<file path="src/kpi_pkg.sv">
package kpi_pkg;
   localparam int KPI_PINS = 7;
   localparam logic [11:0] KPI_OFF_STATUS_CONTROL = 12'h000;
   localparam logic [11:0] KPI_OFF_PIN_ENABLE = 12'h004;
   localparam logic [11:0] KPI_OFF_BREAK_FLAG_CONTROL = 12'h008;
   localparam logic [11:0] KPI_OFF_IRQ_STATUS = 12'h00C;
   localparam logic [11:0] KPI_OFF_IRQ_MASK = 12'h010;
   localparam logic [11:0] KPI_OFF_PIN_LEVEL = 12'h014;
   localparam int KPI_BIT_MODE = 0;
   localparam int KPI_BIT_MASK = 1;
   localparam int KPI_BIT_ACK = 2;
   localparam int KPI_BIT_FLAG = 3;
   localparam int KPI_BIT_PERMIT = 0;
   localparam int KPI_EV_KEY = 0;
   localparam int KPI_EV_WAKE = 1;
   localparam int KPI_EV_COUNT = 2;
   localparam logic [1:0] KPI_EV_RESET = 2'h0;
   localparam logic [6:0] KPI_PIN_RESET = 7'h7F;
endpackage

</file>
<file path="src/kpi_sync.sv">
`timescale 1ns/1ns
// Three-stage pin synchroniser; change counts when stages two and three agree
module kpi_sync #(
   parameter int WIDTH = 7
) (
   input wire logic pclk,
   input wire logic presetn,
   input wire logic [WIDTH-1:0] pin_async,
   output logic [WIDTH-1:0] pin_sync
);
   logic [WIDTH-1:0] s1_ff;
   logic [WIDTH-1:0] s2_ff;
   logic [WIDTH-1:0] s3_ff;

   initial begin
      if (WIDTH < 1 || WIDTH > 8) $error("kpi_sync width out of range");
   end

   // Shift chain, idle high for pulled-up keys
   always_ff @(posedge pclk or negedge presetn) begin
      if (!presetn) begin
         s1_ff <= '1;
         s2_ff <= '1;
         s3_ff <= '1;
         pin_sync <= '1;
      end else begin
         s1_ff <= pin_async;
         s2_ff <= s1_ff;
         s3_ff <= s2_ff;
         for (int i = 0; i < WIDTH; i++) begin
            if (s2_ff[i] == s3_ff[i]) begin
               pin_sync[i] <= s3_ff[i];
            end
         end
      end
   end
endmodule

</file>
<file path="src/kpi_apb.sv">
`timescale 1ns/1ns
// APB slave front end: zero wait states, error on unmapped address
module kpi_apb (
   input wire logic psel,
   input wire logic penable,
   input wire logic pwrite,
   input wire logic [11:0] paddr,
   input wire logic mapped,
   output logic pready,
   output logic pslverr,
   output logic wr_en,
   output logic rd_en
);
   // Access phase decode
   always_comb begin
      pready = 1'b1;
      pslverr = psel && penable && !mapped;
      wr_en = psel && penable && pwrite && mapped;
      rd_en = psel && penable && !pwrite && mapped;
   end
endmodule

</file>
<file path="src/kpi_top.sv">
// Decided for this implementation: the placing of the registers and register access over APB.
`timescale 1ns/1ns
// Keypad interrupt unit with APB registers
module kpi_top #(
   parameter int PINS = kpi_pkg::KPI_PINS
) (
   input wire logic pclk,
   input wire logic presetn,
   input wire logic psel,
   input wire logic penable,
   input wire logic pwrite,
   input wire logic [11:0] paddr,
   input wire logic [31:0] pwdata,
   input wire logic [3:0] pstrb,
   output logic [31:0] prdata,
   output logic pready,
   output logic pslverr,
   input wire logic [PINS-1:0] keypad_input_pins,
   input wire logic break_state,
   input wire logic low_power_mode,
   output logic keypad_irq,
   output logic wake_request,
   output logic irq
);
   import kpi_pkg::*;

   initial begin
      if (PINS < 1 || PINS > 8) $error("kpi_top pin count out of range");
   end

   logic [PINS-1:0] pins_s;
   logic [PINS-1:0] pins_d_ff;
   logic [PINS-1:0] keypad_pin_enable_ff;
   logic mode_ff;
   logic keypad_irq_mask_ff;
   logic latch_ff;
   logic break_clear_permit_ff;
   logic [1:0] ev_status_ff;
   logic [1:0] ev_mask_ff;
   logic wr_en;
   logic rd_en;
   logic mapped;
   logic [PINS-1:0] falls;
   logic level_req;
   logic set_req;
   logic ack_wr;
   logic ack_ok;
   logic [1:0] ev_set;
   logic setup_rd;
   logic cfg_wr;
   logic sel_status;
   logic sel_enable;
   logic sel_permit;
   logic sel_ev_status;
   logic sel_ev_mask;
   logic sel_level;

   kpi_sync #(.WIDTH(PINS)) u_sync (
      .pclk(pclk),
      .presetn(presetn),
      .pin_async(keypad_input_pins),
      .pin_sync(pins_s)
   );

   kpi_apb u_apb (
      .psel(psel),
      .penable(penable),
      .pwrite(pwrite),
      .paddr(paddr),
      .mapped(mapped),
      .pready(pready),
      .pslverr(pslverr),
      .wr_en(wr_en),
      .rd_en(rd_en)
   );

   // Address decode, one select per register
   always_comb begin
      sel_status = 1'b0;
      sel_enable = 1'b0;
      sel_permit = 1'b0;
      sel_ev_status = 1'b0;
      sel_ev_mask = 1'b0;
      sel_level = 1'b0;
      case (paddr)
         KPI_OFF_STATUS_CONTROL: sel_status = 1'b1;
         KPI_OFF_PIN_ENABLE: sel_enable = 1'b1;
         KPI_OFF_BREAK_FLAG_CONTROL: sel_permit = 1'b1;
         KPI_OFF_IRQ_STATUS: sel_ev_status = 1'b1;
         KPI_OFF_IRQ_MASK: sel_ev_mask = 1'b1;
         KPI_OFF_PIN_LEVEL: sel_level = 1'b1;
         default: sel_status = 1'b0;
      endcase
      mapped = sel_status || sel_enable || sel_permit || sel_ev_status || sel_ev_mask || sel_level;
   end

   // Bus phase qualifiers for the checks
   always_comb begin
      cfg_wr = wr_en && pstrb[0];
      setup_rd = psel && !penable && !pwrite;
   end

   // Previous pin level for edge detection
   always_ff @(posedge pclk or negedge presetn) begin
      if (!presetn) begin
         pins_d_ff <= '1;
      end else begin
         pins_d_ff <= pins_s;
      end
   end

   // Request detection: falling edge, or low level in level mode
   always_comb begin
      falls = pins_d_ff & ~pins_s & keypad_pin_enable_ff;
      level_req = mode_ff && |(~pins_s & keypad_pin_enable_ff);
      set_req = |falls || level_req;
      ack_wr = wr_en && (paddr == KPI_OFF_STATUS_CONTROL) && pstrb[0] && pwdata[KPI_BIT_ACK];
      ack_ok = ack_wr && (!break_state || break_clear_permit_ff);
   end

   // Configuration registers
   always_ff @(posedge pclk or negedge presetn) begin
      if (!presetn) begin
         mode_ff <= 1'b0;
         keypad_irq_mask_ff <= 1'b0;
         keypad_pin_enable_ff <= '0;
         break_clear_permit_ff <= 1'b0;
         ev_mask_ff <= KPI_EV_RESET;
      end else if (wr_en && pstrb[0]) begin
         if (paddr == KPI_OFF_STATUS_CONTROL) begin
            mode_ff <= pwdata[KPI_BIT_MODE];
            keypad_irq_mask_ff <= pwdata[KPI_BIT_MASK];
         end
         if (paddr == KPI_OFF_PIN_ENABLE) begin
            keypad_pin_enable_ff <= pwdata[PINS-1:0];
         end
         if (paddr == KPI_OFF_BREAK_FLAG_CONTROL) begin
            break_clear_permit_ff <= pwdata[KPI_BIT_PERMIT];
         end
         if (paddr == KPI_OFF_IRQ_MASK) begin
            ev_mask_ff <= pwdata[1:0];
         end
      end
   end

   // Keyboard latch; a new request wins over acknowledge
   always_ff @(posedge pclk or negedge presetn) begin
      if (!presetn) begin
         latch_ff <= 1'b0;
      end else if (set_req) begin
         latch_ff <= 1'b1;
      end else if (ack_ok) begin
         latch_ff <= 1'b0;
      end
   end

   // Request output active in all modes; wake output only in low power mode
   always_comb begin
      keypad_irq = latch_ff && !keypad_irq_mask_ff;
      wake_request = keypad_irq && low_power_mode;
      ev_set = {wake_request, set_req};
      irq = |(ev_status_ff & ev_mask_ff);
   end

   // Sticky event status, write one to clear, set wins
   always_ff @(posedge pclk or negedge presetn) begin
      if (!presetn) begin
         ev_status_ff <= KPI_EV_RESET;
      end else begin
         for (int i = 0; i < KPI_EV_COUNT; i++) begin
            if (ev_set[i]) begin
               ev_status_ff[i] <= 1'b1;
            end else if (wr_en && pstrb[0] && paddr == KPI_OFF_IRQ_STATUS && pwdata[i]) begin
               ev_status_ff[i] <= 1'b0;
            end
         end
      end
   end

   // Read data register
   always_ff @(posedge pclk or negedge presetn) begin
      if (!presetn) begin
         prdata <= '0;
      end else if (psel && !penable && !pwrite) begin
         prdata <= '0;
         case (paddr)
            KPI_OFF_STATUS_CONTROL: begin
               prdata[KPI_BIT_FLAG] <= latch_ff;
               prdata[KPI_BIT_MASK] <= keypad_irq_mask_ff;
               prdata[KPI_BIT_MODE] <= mode_ff;
               prdata[KPI_BIT_ACK] <= 1'b0;
            end
            KPI_OFF_PIN_ENABLE: prdata[PINS-1:0] <= keypad_pin_enable_ff;
            KPI_OFF_BREAK_FLAG_CONTROL: prdata[KPI_BIT_PERMIT] <= break_clear_permit_ff;
            KPI_OFF_IRQ_STATUS: prdata[1:0] <= ev_status_ff;
            KPI_OFF_IRQ_MASK: prdata[1:0] <= ev_mask_ff;
            KPI_OFF_PIN_LEVEL: prdata[PINS-1:0] <= pins_s;
            default: prdata <= '0;
         endcase
      end
   end

   // Latch set on a falling edge of an enabled pin
   a_edge_sets_latch: assert property (@(posedge pclk) disable iff (!presetn)
      |falls |=> latch_ff)
      else $error("edge did not set latch");
   // Protected latch survives acknowledge in break
   a_break_protect: assert property (@(posedge pclk) disable iff (!presetn)
      latch_ff && ack_wr && break_state && !break_clear_permit_ff |=> latch_ff)
      else $error("latch cleared in protected break");
   // Permitted acknowledge in break clears
   a_break_clear: assert property (@(posedge pclk) disable iff (!presetn)
      ack_wr && break_state && break_clear_permit_ff && !set_req |=> !latch_ff)
      else $error("permitted break clear failed");
   // Normal acknowledge clears
   a_ack_clears: assert property (@(posedge pclk) disable iff (!presetn)
      ack_wr && !break_state && !set_req |=> !latch_ff)
      else $error("acknowledge did not clear");
   // Cleared latch stays clear without new request
   a_stays_clear: assert property (@(posedge pclk) disable iff (!presetn)
      !latch_ff && !set_req |=> !latch_ff)
      else $error("latch set spontaneously");
   // Unmasked latch wakes from low power
   a_wake_out: assert property (@(posedge pclk) disable iff (!presetn)
      latch_ff && !keypad_irq_mask_ff && low_power_mode |-> wake_request)
      else $error("no wake request");
   // Masked latch never wakes
   a_mask_blocks: assert property (@(posedge pclk) disable iff (!presetn)
      keypad_irq_mask_ff |-> !keypad_irq && !wake_request)
      else $error("mask ignored");
   // Status reads: upper nibble and ack read zero
   a_read_zero: assert property (@(posedge pclk) disable iff (!presetn)
      psel && !penable && !pwrite && paddr == KPI_OFF_STATUS_CONTROL |=> prdata[7:4] == 4'h0 && !prdata[2])
      else $error("status reserved bits nonzero");
   // Flag read reflects latch
   a_flag_read: assert property (@(posedge pclk) disable iff (!presetn)
      psel && !penable && !pwrite && paddr == KPI_OFF_STATUS_CONTROL |=> prdata[3] == $past(latch_ff))
      else $error("flag read mismatch");
   // Level mode keeps latch set while pin low
   a_level_mode: assert property (@(posedge pclk) disable iff (!presetn)
      level_req |=> latch_ff)
      else $error("level request lost");
   // Access phase always answered at once
   a_ready_access: assert property (@(posedge pclk) disable iff (!presetn)
      psel && penable |-> pready)
      else $error("access not answered");
   // Unmapped access flagged as error
   a_err_unmapped: assert property (@(posedge pclk) disable iff (!presetn)
      psel && penable && !mapped |-> pslverr)
      else $error("unmapped access not refused");
   // No error outside unmapped access
   a_err_mapped: assert property (@(posedge pclk) disable iff (!presetn)
      !(psel && penable && !mapped) |-> !pslverr)
      else $error("spurious bus error");
   // Refused write never reaches registers
   a_refused_write: assert property (@(posedge pclk) disable iff (!presetn)
      psel && penable && pwrite && !mapped |-> !wr_en)
      else $error("unmapped write accepted");
   // Mode bit takes written value
   a_mode_write: assert property (@(posedge pclk) disable iff (!presetn)
      cfg_wr && sel_status |=> mode_ff == $past(pwdata[KPI_BIT_MODE]))
      else $error("mode write lost");
   // Mask bit takes written value
   a_mask_write: assert property (@(posedge pclk) disable iff (!presetn)
      cfg_wr && sel_status |=> keypad_irq_mask_ff == $past(pwdata[KPI_BIT_MASK]))
      else $error("mask write lost");
   // Pin enables take written value
   a_enable_write: assert property (@(posedge pclk) disable iff (!presetn)
      cfg_wr && sel_enable |=> keypad_pin_enable_ff == $past(pwdata[PINS-1:0]))
      else $error("pin enable write lost");
   // Break clear permit takes written value
   a_permit_write: assert property (@(posedge pclk) disable iff (!presetn)
      cfg_wr && sel_permit |=> break_clear_permit_ff == $past(pwdata[KPI_BIT_PERMIT]))
      else $error("permit write lost");
   // Event mask takes written value
   a_ev_mask_write: assert property (@(posedge pclk) disable iff (!presetn)
      cfg_wr && sel_ev_mask |=> ev_mask_ff == $past(pwdata[KPI_EV_COUNT-1:0]))
      else $error("event mask write lost");
   // Configuration holds without a strobed write
   a_cfg_hold: assert property (@(posedge pclk) disable iff (!presetn)
      !cfg_wr |=> $stable(mode_ff) && $stable(keypad_irq_mask_ff) && $stable(keypad_pin_enable_ff)
         && $stable(break_clear_permit_ff) && $stable(ev_mask_ff))
      else $error("configuration changed without write");
   // Disabled pins raise no request
   a_disabled_quiet: assert property (@(posedge pclk) disable iff (!presetn)
      keypad_pin_enable_ff == '0 |-> !set_req)
      else $error("request from disabled pins");
   // Edge-only mode ignores low levels
   a_edge_mode_only: assert property (@(posedge pclk) disable iff (!presetn)
      !mode_ff |-> !level_req)
      else $error("level request in edge mode");
   // Unmasked latch raises the request
   a_unmasked_irq: assert property (@(posedge pclk) disable iff (!presetn)
      latch_ff && !keypad_irq_mask_ff |-> keypad_irq)
      else $error("unmasked request missing");
   // Pending latch kept until a legal acknowledge
   a_latch_holds: assert property (@(posedge pclk) disable iff (!presetn)
      latch_ff && !ack_ok |=> latch_ff)
      else $error("pending latch lost");
   // No wake while the processor runs
   a_awake_no_wake: assert property (@(posedge pclk) disable iff (!presetn)
      !low_power_mode |-> !wake_request)
      else $error("wake while running");
   // Wake only from a pending request
   a_wake_needs_latch: assert property (@(posedge pclk) disable iff (!presetn)
      wake_request |-> latch_ff)
      else $error("wake without request");
   // Key request records its event
   a_key_status: assert property (@(posedge pclk) disable iff (!presetn)
      set_req |=> ev_status_ff[KPI_EV_KEY])
      else $error("key event not recorded");
   // Wake records its event
   a_wake_status: assert property (@(posedge pclk) disable iff (!presetn)
      wake_request |=> ev_status_ff[KPI_EV_WAKE])
      else $error("wake event not recorded");
   // Key event sticky until written one
   a_status_sticky: assert property (@(posedge pclk) disable iff (!presetn)
      ev_status_ff[KPI_EV_KEY] && !(cfg_wr && sel_ev_status && pwdata[KPI_EV_KEY]) |=> ev_status_ff[KPI_EV_KEY])
      else $error("key event lost");
   // Written one clears key event
   a_status_clear: assert property (@(posedge pclk) disable iff (!presetn)
      cfg_wr && sel_ev_status && pwdata[KPI_EV_KEY] && !set_req |=> !ev_status_ff[KPI_EV_KEY])
      else $error("key event not cleared");
   // Enabled key event drives the interrupt
   a_irq_enabled: assert property (@(posedge pclk) disable iff (!presetn)
      ev_status_ff[KPI_EV_KEY] && ev_mask_ff[KPI_EV_KEY] |-> irq)
      else $error("interrupt missing");
   // All events masked keeps interrupt low
   a_irq_needs_mask: assert property (@(posedge pclk) disable iff (!presetn)
      ev_mask_ff == KPI_EV_RESET |-> !irq)
      else $error("masked interrupt raised");
   // Pin level read shows synced pins
   a_pin_level_read: assert property (@(posedge pclk) disable iff (!presetn)
      setup_rd && sel_level |=> prdata[PINS-1:0] == $past(pins_s))
      else $error("pin level read mismatch");
   // Unmapped read returns zero
   a_unmapped_read: assert property (@(posedge pclk) disable iff (!presetn)
      setup_rd && !mapped |=> prdata == '0)
      else $error("unmapped read nonzero");
   // Read data stands until next read setup
   a_read_hold: assert property (@(posedge pclk) disable iff (!presetn)
      !setup_rd |=> $stable(prdata))
      else $error("read data changed");
   // Mode and mask read back
   a_mode_read: assert property (@(posedge pclk) disable iff (!presetn)
      setup_rd && sel_status |=> prdata[KPI_BIT_MODE] == $past(mode_ff) && prdata[KPI_BIT_MASK] == $past(keypad_irq_mask_ff))
      else $error("mode or mask read mismatch");
   // Pin enables read back
   a_enable_read: assert property (@(posedge pclk) disable iff (!presetn)
      setup_rd && sel_enable |=> prdata[PINS-1:0] == $past(keypad_pin_enable_ff))
      else $error("pin enable read mismatch");
   // Break clear permit reads back
   a_permit_read: assert property (@(posedge pclk) disable iff (!presetn)
      setup_rd && sel_permit |=> prdata[KPI_BIT_PERMIT] == $past(break_clear_permit_ff))
      else $error("permit read mismatch");
endmodule

</file>
<file path="config.mk">
export PLATFORM = sky130hd
export DESIGN_NAME = kpi_top
export DESIGN_NICKNAME = d
export VERILOG_FILES = /design/src/kpi_pkg.sv /design/src/kpi_sync.sv /design/src/kpi_apb.sv /design/src/kpi_top.sv
export SDC_FILE = /design/constraint.sdc
export NUM_CORES = 1
export LEC_CHECK = 0
export ABC_AREA = 1
export BUFFER_PORTS_ARGS = -buffer_cell sky130_fd_sc_hd__buf_2
export CORE_AREA = 5 5 80 82
export DETAILED_ROUTE_END_ITERATION = 7
export DIE_AREA = 0 0 85 87
export PLACE_DENSITY = 0.79
export SYNTH_ARGS = -nofsm -noshare
export SYNTH_HDL_FRONTEND = slang
export SYNTH_HIERARCHICAL = 1
export SYNTH_SLANG_ARGS = --single-unit
</file>
<file path="constraint.sdc">
create_clock -name pclk -period 1.6 [get_ports pclk]
set_input_delay 0.24 -clock pclk [delete_from_list [all_inputs] [get_ports pclk]]
set_output_delay 0.24 -clock pclk [all_outputs]
set_load 0.005 [all_outputs]
</file>
# After elaboration in Yosys (flattened, before gate mapping)
# Cells that the tools add are included.
dict set report classes {
  eq_ne 12
  mux 16
  n_reduce_logical 40
  n_bitwise 5
}
# cell count
set op_table {}
lappend op_table {{equality test 12 x 4 -> 1 bit (second input constant)} 2}
lappend op_table {{equality test 12 x 5 -> 1 bit (second input constant)} 2}
lappend op_table {{bitwise AND 7 bit} 3}
lappend op_table {{logical AND 1 bit} 17}
lappend op_table {{OR reduction 7 bit} 2}
lappend op_table {{equality test 12 x 3 -> 1 bit (second input constant)} 1}
lappend op_table {{zero test 12 bit} 1}
lappend op_table {{two-way mux 1 bit} 12}
lappend op_table {{AND reduction 2 bit} 4}
lappend op_table {{equality test 1 bit} 7}
lappend op_table {{logical OR 1 bit} 7}
lappend op_table {{NOT 7 bit} 1}
lappend op_table {{case mux 1 bit (6 select lines)} 1}
lappend op_table {{case mux 2 bit (3 select lines)} 1}
lappend op_table {{case mux 3 bit (2 select lines)} 1}
lappend op_table {{nonzero test 2 bit} 3}
lappend op_table {{zero test 1 bit} 5}
lappend op_table {{case mux 1 bit (5 select lines)} 1}
lappend op_table {{bitwise AND 2 bit} 1}
lappend op_table {{OR reduction 2 bit} 1}
dict set report word_totals {
  ff_bits 57
  output_inout_bits 37
  elab_cells 93
  inputBits 62
}

# Depth between registers and ports, before layout
# Gate-level depths: netlist (run 1).
dict set report depth {
  word_depth 14
  ltp_mapped 13
  ltp_nobuf 13
}

# Cells and area by module
# The synthesis (run 1) kept the hierarchy.
# module seq_area_each_um2 instances area_each_um2 cells_per_inst
set modules_own_cells {}
lappend modules_own_cells {kpi_top 734.5 1 1755.4 225}
lappend modules_own_cells {kpi_sync 735.7 1 849.6 56}
lappend modules_own_cells {kpi_apb 0.0 1 37.5 9}

# Worst setup path before layout (run 1)
# No wires, ideal clock.
dict set report synth_path {
  kind {in2reg}
  from {input port paddr[11]}
  to {register latch_ff}
  cell_stages 13
  setup_time_ns 0.122
  t_arrival_ns 1.622
  required_time_ns 1.478
  n_path_buf 1
  slack_ns -0.144
  path_cell_list {nor2_1 nand2_2 nor2_4 buf_6 o21ai_0 nand4_1 nand2_1 nor2_1 nand2_1 nor2_2 nand3_1 nand2_1 nand2_1}
}
dict set report synth_between {
  elab_chain_cells 13
  word_cells_on_any_way 23
  cone_classes {eq/ne (5); mux (6); reduce/logical (12)}
}
# element line
set synth_lines {}
lappend synth_lines {{from (decl)} kpi_top.sv:12} ;# input wire logic [11:0] paddr,
lappend synth_lines {{equality test 12 x 3 -> 1 bit / zero test 12 bit (equally long branches)} kpi_top.sv:85} ;# case (paddr)
lappend synth_lines {{two-way mux 1 bit} kpi_top.sv:85}
lappend synth_lines {{logical OR 1 bit (4 in a row)} kpi_top.sv:94} ;# mapped = sel_status || sel_enable || sel_permit || sel_ev_status || sel_ev_mask || sel_level;
lappend synth_lines {{logical OR 1 bit (*)} kpi_top.sv:94}
lappend synth_lines {{named net mapped} kpi_top.sv:42} ;# logic mapped;
lappend synth_lines {{logical AND 1 bit (*)} kpi_apb.sv:18} ;# wr_en = psel && penable && pwrite && mapped;
lappend synth_lines {{named net wr_en} kpi_top.sv:40} ;# logic wr_en;
lappend synth_lines {{logical AND 1 bit (*) (3 in a row)} kpi_top.sv:117} ;# ack_wr = wr_en && (paddr == KPI_OFF_STATUS_CONTROL) && pstrb[0] && pwdata[KPI_BIT_ACK];
lappend synth_lines {{logical AND 1 bit (*)} kpi_top.sv:118} ;# ack_ok = ack_wr && (!break_state || break_clear_permit_ff);
lappend synth_lines {{nonzero test 2 bit (no line) (*)} --}
lappend synth_lines {{to (signal assigned)} kpi_top.sv:149} ;# latch_ff <= 1'b0;
lappend synth_lines {{to (signal assigned)} kpi_top.sv:151} ;# latch_ff <= 1'b1;
lappend synth_lines {{to (signal assigned)} kpi_top.sv:153} ;# latch_ff <= 1'b0;
lappend synth_lines {{to (decl)} kpi_top.sv:36} ;# logic latch_ff;
# The timed path passes the listed nets; every way through them passes the cells marked *.
# A chain may end at the register's enable or synchronous reset.

# Worst setup path after layout (run 1)
dict set report layout_path {
  from {input port paddr[11]}
  to {register keypad_pin_enable_ff[6]}
}
dict set report layout_between {
  elab_chain_cells 10
  word_cells_on_any_way 20
  cone_classes {eq/ne (5); mux (6); reduce/logical (9)}
}
# element line
set layout_lines {}
lappend layout_lines {{equality test 12 x 3 -> 1 bit / zero test 12 bit (equally long branches)} kpi_top.sv:85}
lappend layout_lines {{two-way mux 1 bit} kpi_top.sv:85}
lappend layout_lines {{logical OR 1 bit (4 in a row)} kpi_top.sv:94}
lappend layout_lines {{logical OR 1 bit (*)} kpi_top.sv:94}
lappend layout_lines {{named net mapped} kpi_top.sv:42}
lappend layout_lines {{logical AND 1 bit (*)} kpi_apb.sv:18}
lappend layout_lines {{named net wr_en} kpi_top.sv:40}
lappend layout_lines {{logical AND 1 bit (*)} kpi_top.sv:129} ;# end else if (wr_en && pstrb[0]) begin
lappend layout_lines {{AND reduction 2 bit (no line) (*)} --}
lappend layout_lines {{to (signal assigned)} kpi_top.sv:135} ;# keypad_pin_enable_ff <= pwdata[PINS-1:0];
lappend layout_lines {{to (decl)} kpi_top.sv:33} ;# logic [PINS-1:0] keypad_pin_enable_ff;
# Marks and branches as above.

==> impl_metrics.toml, run 1 <==
[power]
pwr-share-seq = 0.509
power.share.clock = 0.414
p_per_area_nw_per_um2 = 960
p_int_uw = 2370
power_frac_comb = 0.077
swShare = 0.251
p_leak_uw = 0.00168
irDropWorstVdd_mv = 0.639
finalPower_uw = 3160
power.switching_uw = 793

[critical_path]
required_ns = 1.88
cp_max_fo = 7
reg2reg_from = "u_sync/pin_sync[3]"
r2r-end = "latch_ff"
r2r_setup_slack_ns = 0.18
cp_slowest_cell = "nor2_4"
max_stage_delay_ns = 0.23
ff2ff_path_depth = 7
critPathArrivalTime_ns = 1.76
cp_common_cell = "nand2_1"
worstPathCellList = "buf_2, nor2_4, nand2_2, nor2_4, nand2_1, nand4_1, nand2_1, nor2_1, nand2_2, nor2_4, buf_12, nand2_1, nand2_1"
crit_type = "primary input to flop"
critPathLaunchType = "primary input"
worstSetupEndpointType = "flop"

[placement]
finalWeightedCongestion = 0.860
dp_hpwl_mm = 4.02
io_buffers = 44
place_area_um2 = 3000

[global_route]
grt_start_max_net_pins = 38
grt_pass1_wl_mm = 8.93
antenna_found_initial = 0
grt_overflow = 0
grt_use_total = 0.155
grt_pass1_vias = 1945

[clock_network]
clkSinkCount = 57
cts_tree = "built"
clk_pin_slew_ns = 0.07
clock_path_buffers = 2
clock_latency_ns = 0.34
cts_root_buffer = "clkbuf_8"
htreeDepth = 3
cts_inserted_buffers = 9

[floorplan]
die-area_um2 = 7400
pin_count = 99
die_h_um = 87
rows = 28
initial_core_util = 0.464
die_w_um = 85
core-area_um2 = 5680

[synth]
avgSynthCellArea_um2 = 9.17
syn_inst = 287
yosys_warnings = 6
netlist_area_um2 = 2630

[hold_path]
whs_path_depth = 3
min_to = "keypad_pin_enable_ff[5]"
min_from = "pwdata[5]"
hold_path.class = "primary input to flop"

[finish]
syn2layout_area_growth_pct = 25.1
antenna_cells = 0
regArea_um2 = 1470
drive_gt1_frac = 0.391
mostFrequentLayoutCells = "61 x nand2_1, 44 x buf_2, 35 x dfstp_2, 32 x inv_1, 26 x conb_1"
stdcell_area_um2 = 3290
nNetsFinal = 425
multi_input_area_um2 = 965
mostFrequentLayoutCell = "nand2_1"
fill_cells = 499

[timing]
finalCritPeriodShare = 0.930
setup_violations = 0
rsz0062_at_grt = "no"
max_freq_ghz = 0.672
finalCriticalPeriod_ns = 1.49
hold_violations = 0
holdWs_ns = 0.107
drv_slew = 0
finClkSkew_ns = 0.00998

[drt]
viasPerCell = 4.55
drt-pass1-iter-count = 4
drt_iter0_markers = 170
antenna_left = 0
drc_errors = 0
via_count = 2015
wl_per_cell_um = 12.2
routed_wl_mm = 5.39

[outcome]
status = "finished clean"

[flow_run]
drv_cap = 0
registers in the layout, indices dropped and copies added (netlist names):
register               flops
u_sync/pin_sync            7
u_sync/s3_ff               7
u_sync/s1_ff               7
break_clear_permit_ff      1
mode_ff                    1
ev_mask_ff                 2
keypad_pin_enable_ff       7
u_sync/s2_ff               7
prdata                     7
pins_d_ff                  7
latch_ff                   1
ev_status_ff               2
keypad_irq_mask_ff         1
layer usage:
layer | wire length (µm) | global-route usage | share of wire
met1 | 2150 | 0.178 | 0.40
met2 | 2650 | 0.254 | 0.49
met3 | 442 | 0.0530 | 0.082
met4 | 146 | 0.0849 | 0.027
met5 | 0 | 0 | 0
critical path, delay by kind of cell:
kind | cells | cell delay [ns]
buffers and inverters | 2 | 0.27
and+or+nand+nor | 11 | 1.27
stage by stage:
step	cells	setup TNS [ns]	setup slack, ns	utilization
finish	443	0	0.112	0.580
floorplan	311	-0.0141	-0.00332	-
global route	443	0	0.00497	0.580
detailed placement	418	-2.16	-0.211	0.528
global placement	418	-2.11	-0.188	0.528
CTS	442	0	0.0898	0.577
cell type report:
| cell class | instances | share of cell area |
|---|---|---|
| Clock buffer | 11 | 0.0494 |
| Clock inverter | 5 | 0.0110 |
| Inverter | 33 | 0.0376 |
| Multi-Input combinational cell | 193 | 0.293 |
| Sequential cell | 57 | 0.447 |
| Tap cell | 75 | 0.0285 |
| Timing Repair Buffer | 69 | 0.134 |
timing repair:
item	4_1_cts	5_1_grt
hold endpoints to repair	29	0
setup buffers	0	1
setup endpoints to repair	0	2
hold buffers	8	0
gates resized for setup	0	4
power by group through the flow:
stage | sequential, µW | clock, µW | combinational (µW)
2_1_floorplan | 1620 | 0 | 151
3_5_place_dp | 1630 | 0 | 228
6_report | 1610 | 1310 | 243
5_1_grt | 1620 | 1410 | 278
3_3_place_gp | 1630 | 0 | 216
4_1_cts | 1610 | 1340 | 243
worst max path at each step:
stage | start | to | slack [ns]
final | paddr[11] | keypad_pin_enable_ff[6] | 0.11
after global routing | paddr[7] | keypad_pin_enable_ff[6] | 0.005
after CTS | paddr[1] | keypad_pin_enable_ff[6] | 0.09
after detailed placement | paddr[7] | keypad_pin_enable_ff[6] | -0.21
after global placement | paddr[1] | keypad_pin_enable_ff[5] | -0.19
after floorplan | paddr[7] | keypad_pin_enable_ff[0] | -0.003
No activity file was read; power rests on OpenSTA's default activity.
==> inputs of run 2 (changes only) <==
- ABC_AREA: 1 -> not set
- CAP_MARGIN: not set -> 25
- CORE_AREA: 5 5 80 82 -> 5 5 79 81
- DIE_AREA: 0 0 85 87 -> 0 0 84 86
- PLACE_DENSITY: 0.79 -> 0.78
==> run 2 against run 1 <==
The flow now finishes with violations (negative setup slack). Critical path type unchanged. Utilization is 2.0 points higher. Fmax down 21%. Power down 5.6%. Via count is 18% lower. Worst setup slack worse by 0.39 ns. Final area fell by 1.5%. Final cell count shrank 21%. Critical endpoint is now ev_mask_ff[1]. Highest routed layer unchanged. Largest cell class unchanged. Sequential share of layout area is 0.67 points higher. Combinational power is 7% lower. Routed wire length fell by 2.2%. Sequential power is essentially flat.
==> impl_metrics.toml, run 2 <==
[outcome]
status = "finished with violations"
violations = "negative setup slack"

[global_route]
grt_pass1_wl_mm = 8.65
grtUsageMet2 = 0.252
grtUsageMet3 = 0.0451
grt_overflow = 0
grt_start_max_net_pins = 58
antenna_found_initial = 0
grt_use_total = 0.154
grt_util_met1 = 0.185
grt_pass1_vias = 1774
busiest_layer = "met2"

[clock_network]
cts_root_buffer = "clkbuf_8"
clock_path_buffers = 2
clock_latency_ns = 0.33
clk_pin_slew_ns = 0.07
cts_tree = "built"
clkSinkCount = 57
cts_inserted_buffers = 9
htreeDepth = 3

[timing]
drv_slew = 0
holdWs_ns = 0.156
hold_violations = 0
finClkSkew_ns = 0.00639
finalCritPeriodShare = 1.17
max_freq_ghz = 0.532
fin_tns_setup_ns = -2.86
rsz0062_at_grt = "yes"
finalCriticalPeriod_ns = 1.88
fin_ws_ns = -0.280
setup_violations = 16

[finish]
syn2layout_area_growth_pct = 30.1
drive_gt1_frac = 0.570
mostFrequentLayoutCell = "buf_2"
fin_cells = 349
antenna_cells = 0
nNetsFinal = 334
mostFrequentLayoutCells = "41 x buf_2, 35 x dfstp_2, 26 x conb_1, 22 x dfrtp_1, 19 x buf_4"
fill_cells = 440
final_util = 0.600

[floorplan]
die_w_um = 84
initial_core_util = 0.461
core-area_um2 = 5410
rows = 27
die-area_um2 = 7220
pin_count = 99
die_h_um = 86

[critical_path]
required_ns = 1.81
r2r_setup_slack_ns = 0.16
worstSetupEndpointType = "flop"
cp_common_cell = "buf_4"
critPathLaunchType = "primary input"
ff2ff_path_depth = 3
worstPathCellList = "buf_6, nor4_4, nand3_2, buf_4, buf_4, buf_4, buf_4, buf_4, buf_4, buf_4, nor2_4, mux2_4"
reg2reg_from = "u_sync/pin_sync[2]"
max_stage_delay_ns = 0.31
r2r-end = "latch_ff"
crit_type = "primary input to flop"
critPathArrivalTime_ns = 2.09
cp_max_fo = 3
cp_slowest_cell = "mux2_4"

[drt]
drt_iter0_markers = 141
viasPerCell = 4.75
via_count = 1658
drt-pass1-iter-count = 4
drc_errors = 0
routed_wl_mm = 5.27
wl_per_cell_um = 15.1
antenna_left = 0

[hold_path]
min_from = "pwdata[5]"
whs_path_depth = 2
min_to = "keypad_pin_enable_ff[5]"
hold_path.class = "primary input to flop"

[power]
p_leak_uw = 0.00147
irDropWorstVdd_mv = 0.533
p_per_area_nw_per_um2 = 919

[placement]
placed_cells = 316
finalWeightedCongestion = 0.855
dp_hpwl_mm = 3.53
place_ws_ns = -0.550
io_buffers = 44

[synth]
netlist_area_um2 = 2490
syn_inst = 192
yosys_warnings = 6
avgSynthCellArea_um2 = 13.0

[flow_run]
drv_cap = 0
[run 2: worst max path at each step]
stage,from,endpoint,slack (ns),cells past startpoint
6_report,paddr[10],ev_mask_ff[1],-0.28,12
5_1_grt,paddr[10],ev_status_ff[0],-0.33,11
4_1_cts,paddr[9],keypad_pin_enable_ff[2],-0.19,10
3_5_place_dp,paddr[10],keypad_pin_enable_ff[5],-0.55,9
3_3_place_gp,paddr[10],keypad_pin_enable_ff[5],-0.49,9
2_1_floorplan,paddr[10],keypad_pin_enable_ff[0],-0.41,8
[run 2: timing repair]
| item | in CTS | in global routing |
|---|---|---|
| buffers inserted | 7 | 3 |
| hold buffers | 8 | 0 |
| setup endpoints to repair | 15 | 17 |
| gates resized for setup | 16 | 8 |
| gates cloned | 0 | 0 |
| pin swaps | 9 | 12 |
| endpoints found under the hold margin | 29 | 0 |
[run 2: final cells by class]
type | instances | area, µm² | share of cell area
clock buffer | 11 | 141 | 0.0436
clock inverter | 5 | 30.0 | 0.00926
inverter | 5 | 18.8 | 0.00579
tap | 72 | 90.1 | 0.0278
sequential | 57 | 1470 | 0.453
multi-input combinational | 125 | 980 | 0.302
timing repair buffer | 74 | 513 | 0.158
[run 2: where the power goes]
part | total, µW | leakage [µW] | internal, µW | switching [µW]
combinational | 226 | 0.000714 | 108 | 118
clock | 1160 | 0.0000934 | 599 | 561
sequential | 1600 | 0.000660 | 1550 | 42.5
[run 2: critical path, delay by kind of cell]
kind                   cells  cell delay (ns)
multiplexers               1             0.31
AND/OR/NAND/NOR            3             0.53
buffers and inverters      8             1.00
[run 2: per-layer routing]
layer	up-vias	wire (µm)
li1	780	-
met1	820	2220
met2	48	2660
met3	10	299
met4	0	90
met5	-	0
[run 2: stage by stage]
stage / total power (µW) / instance area (µm²)
after floorplan: 1740 / 2600
after global placement: 1810 / 2810
after detailed placement: 1820 / 2810
after CTS: 3020 / 3190
after global routing: 3130 / 3240
final: 2980 / 3240
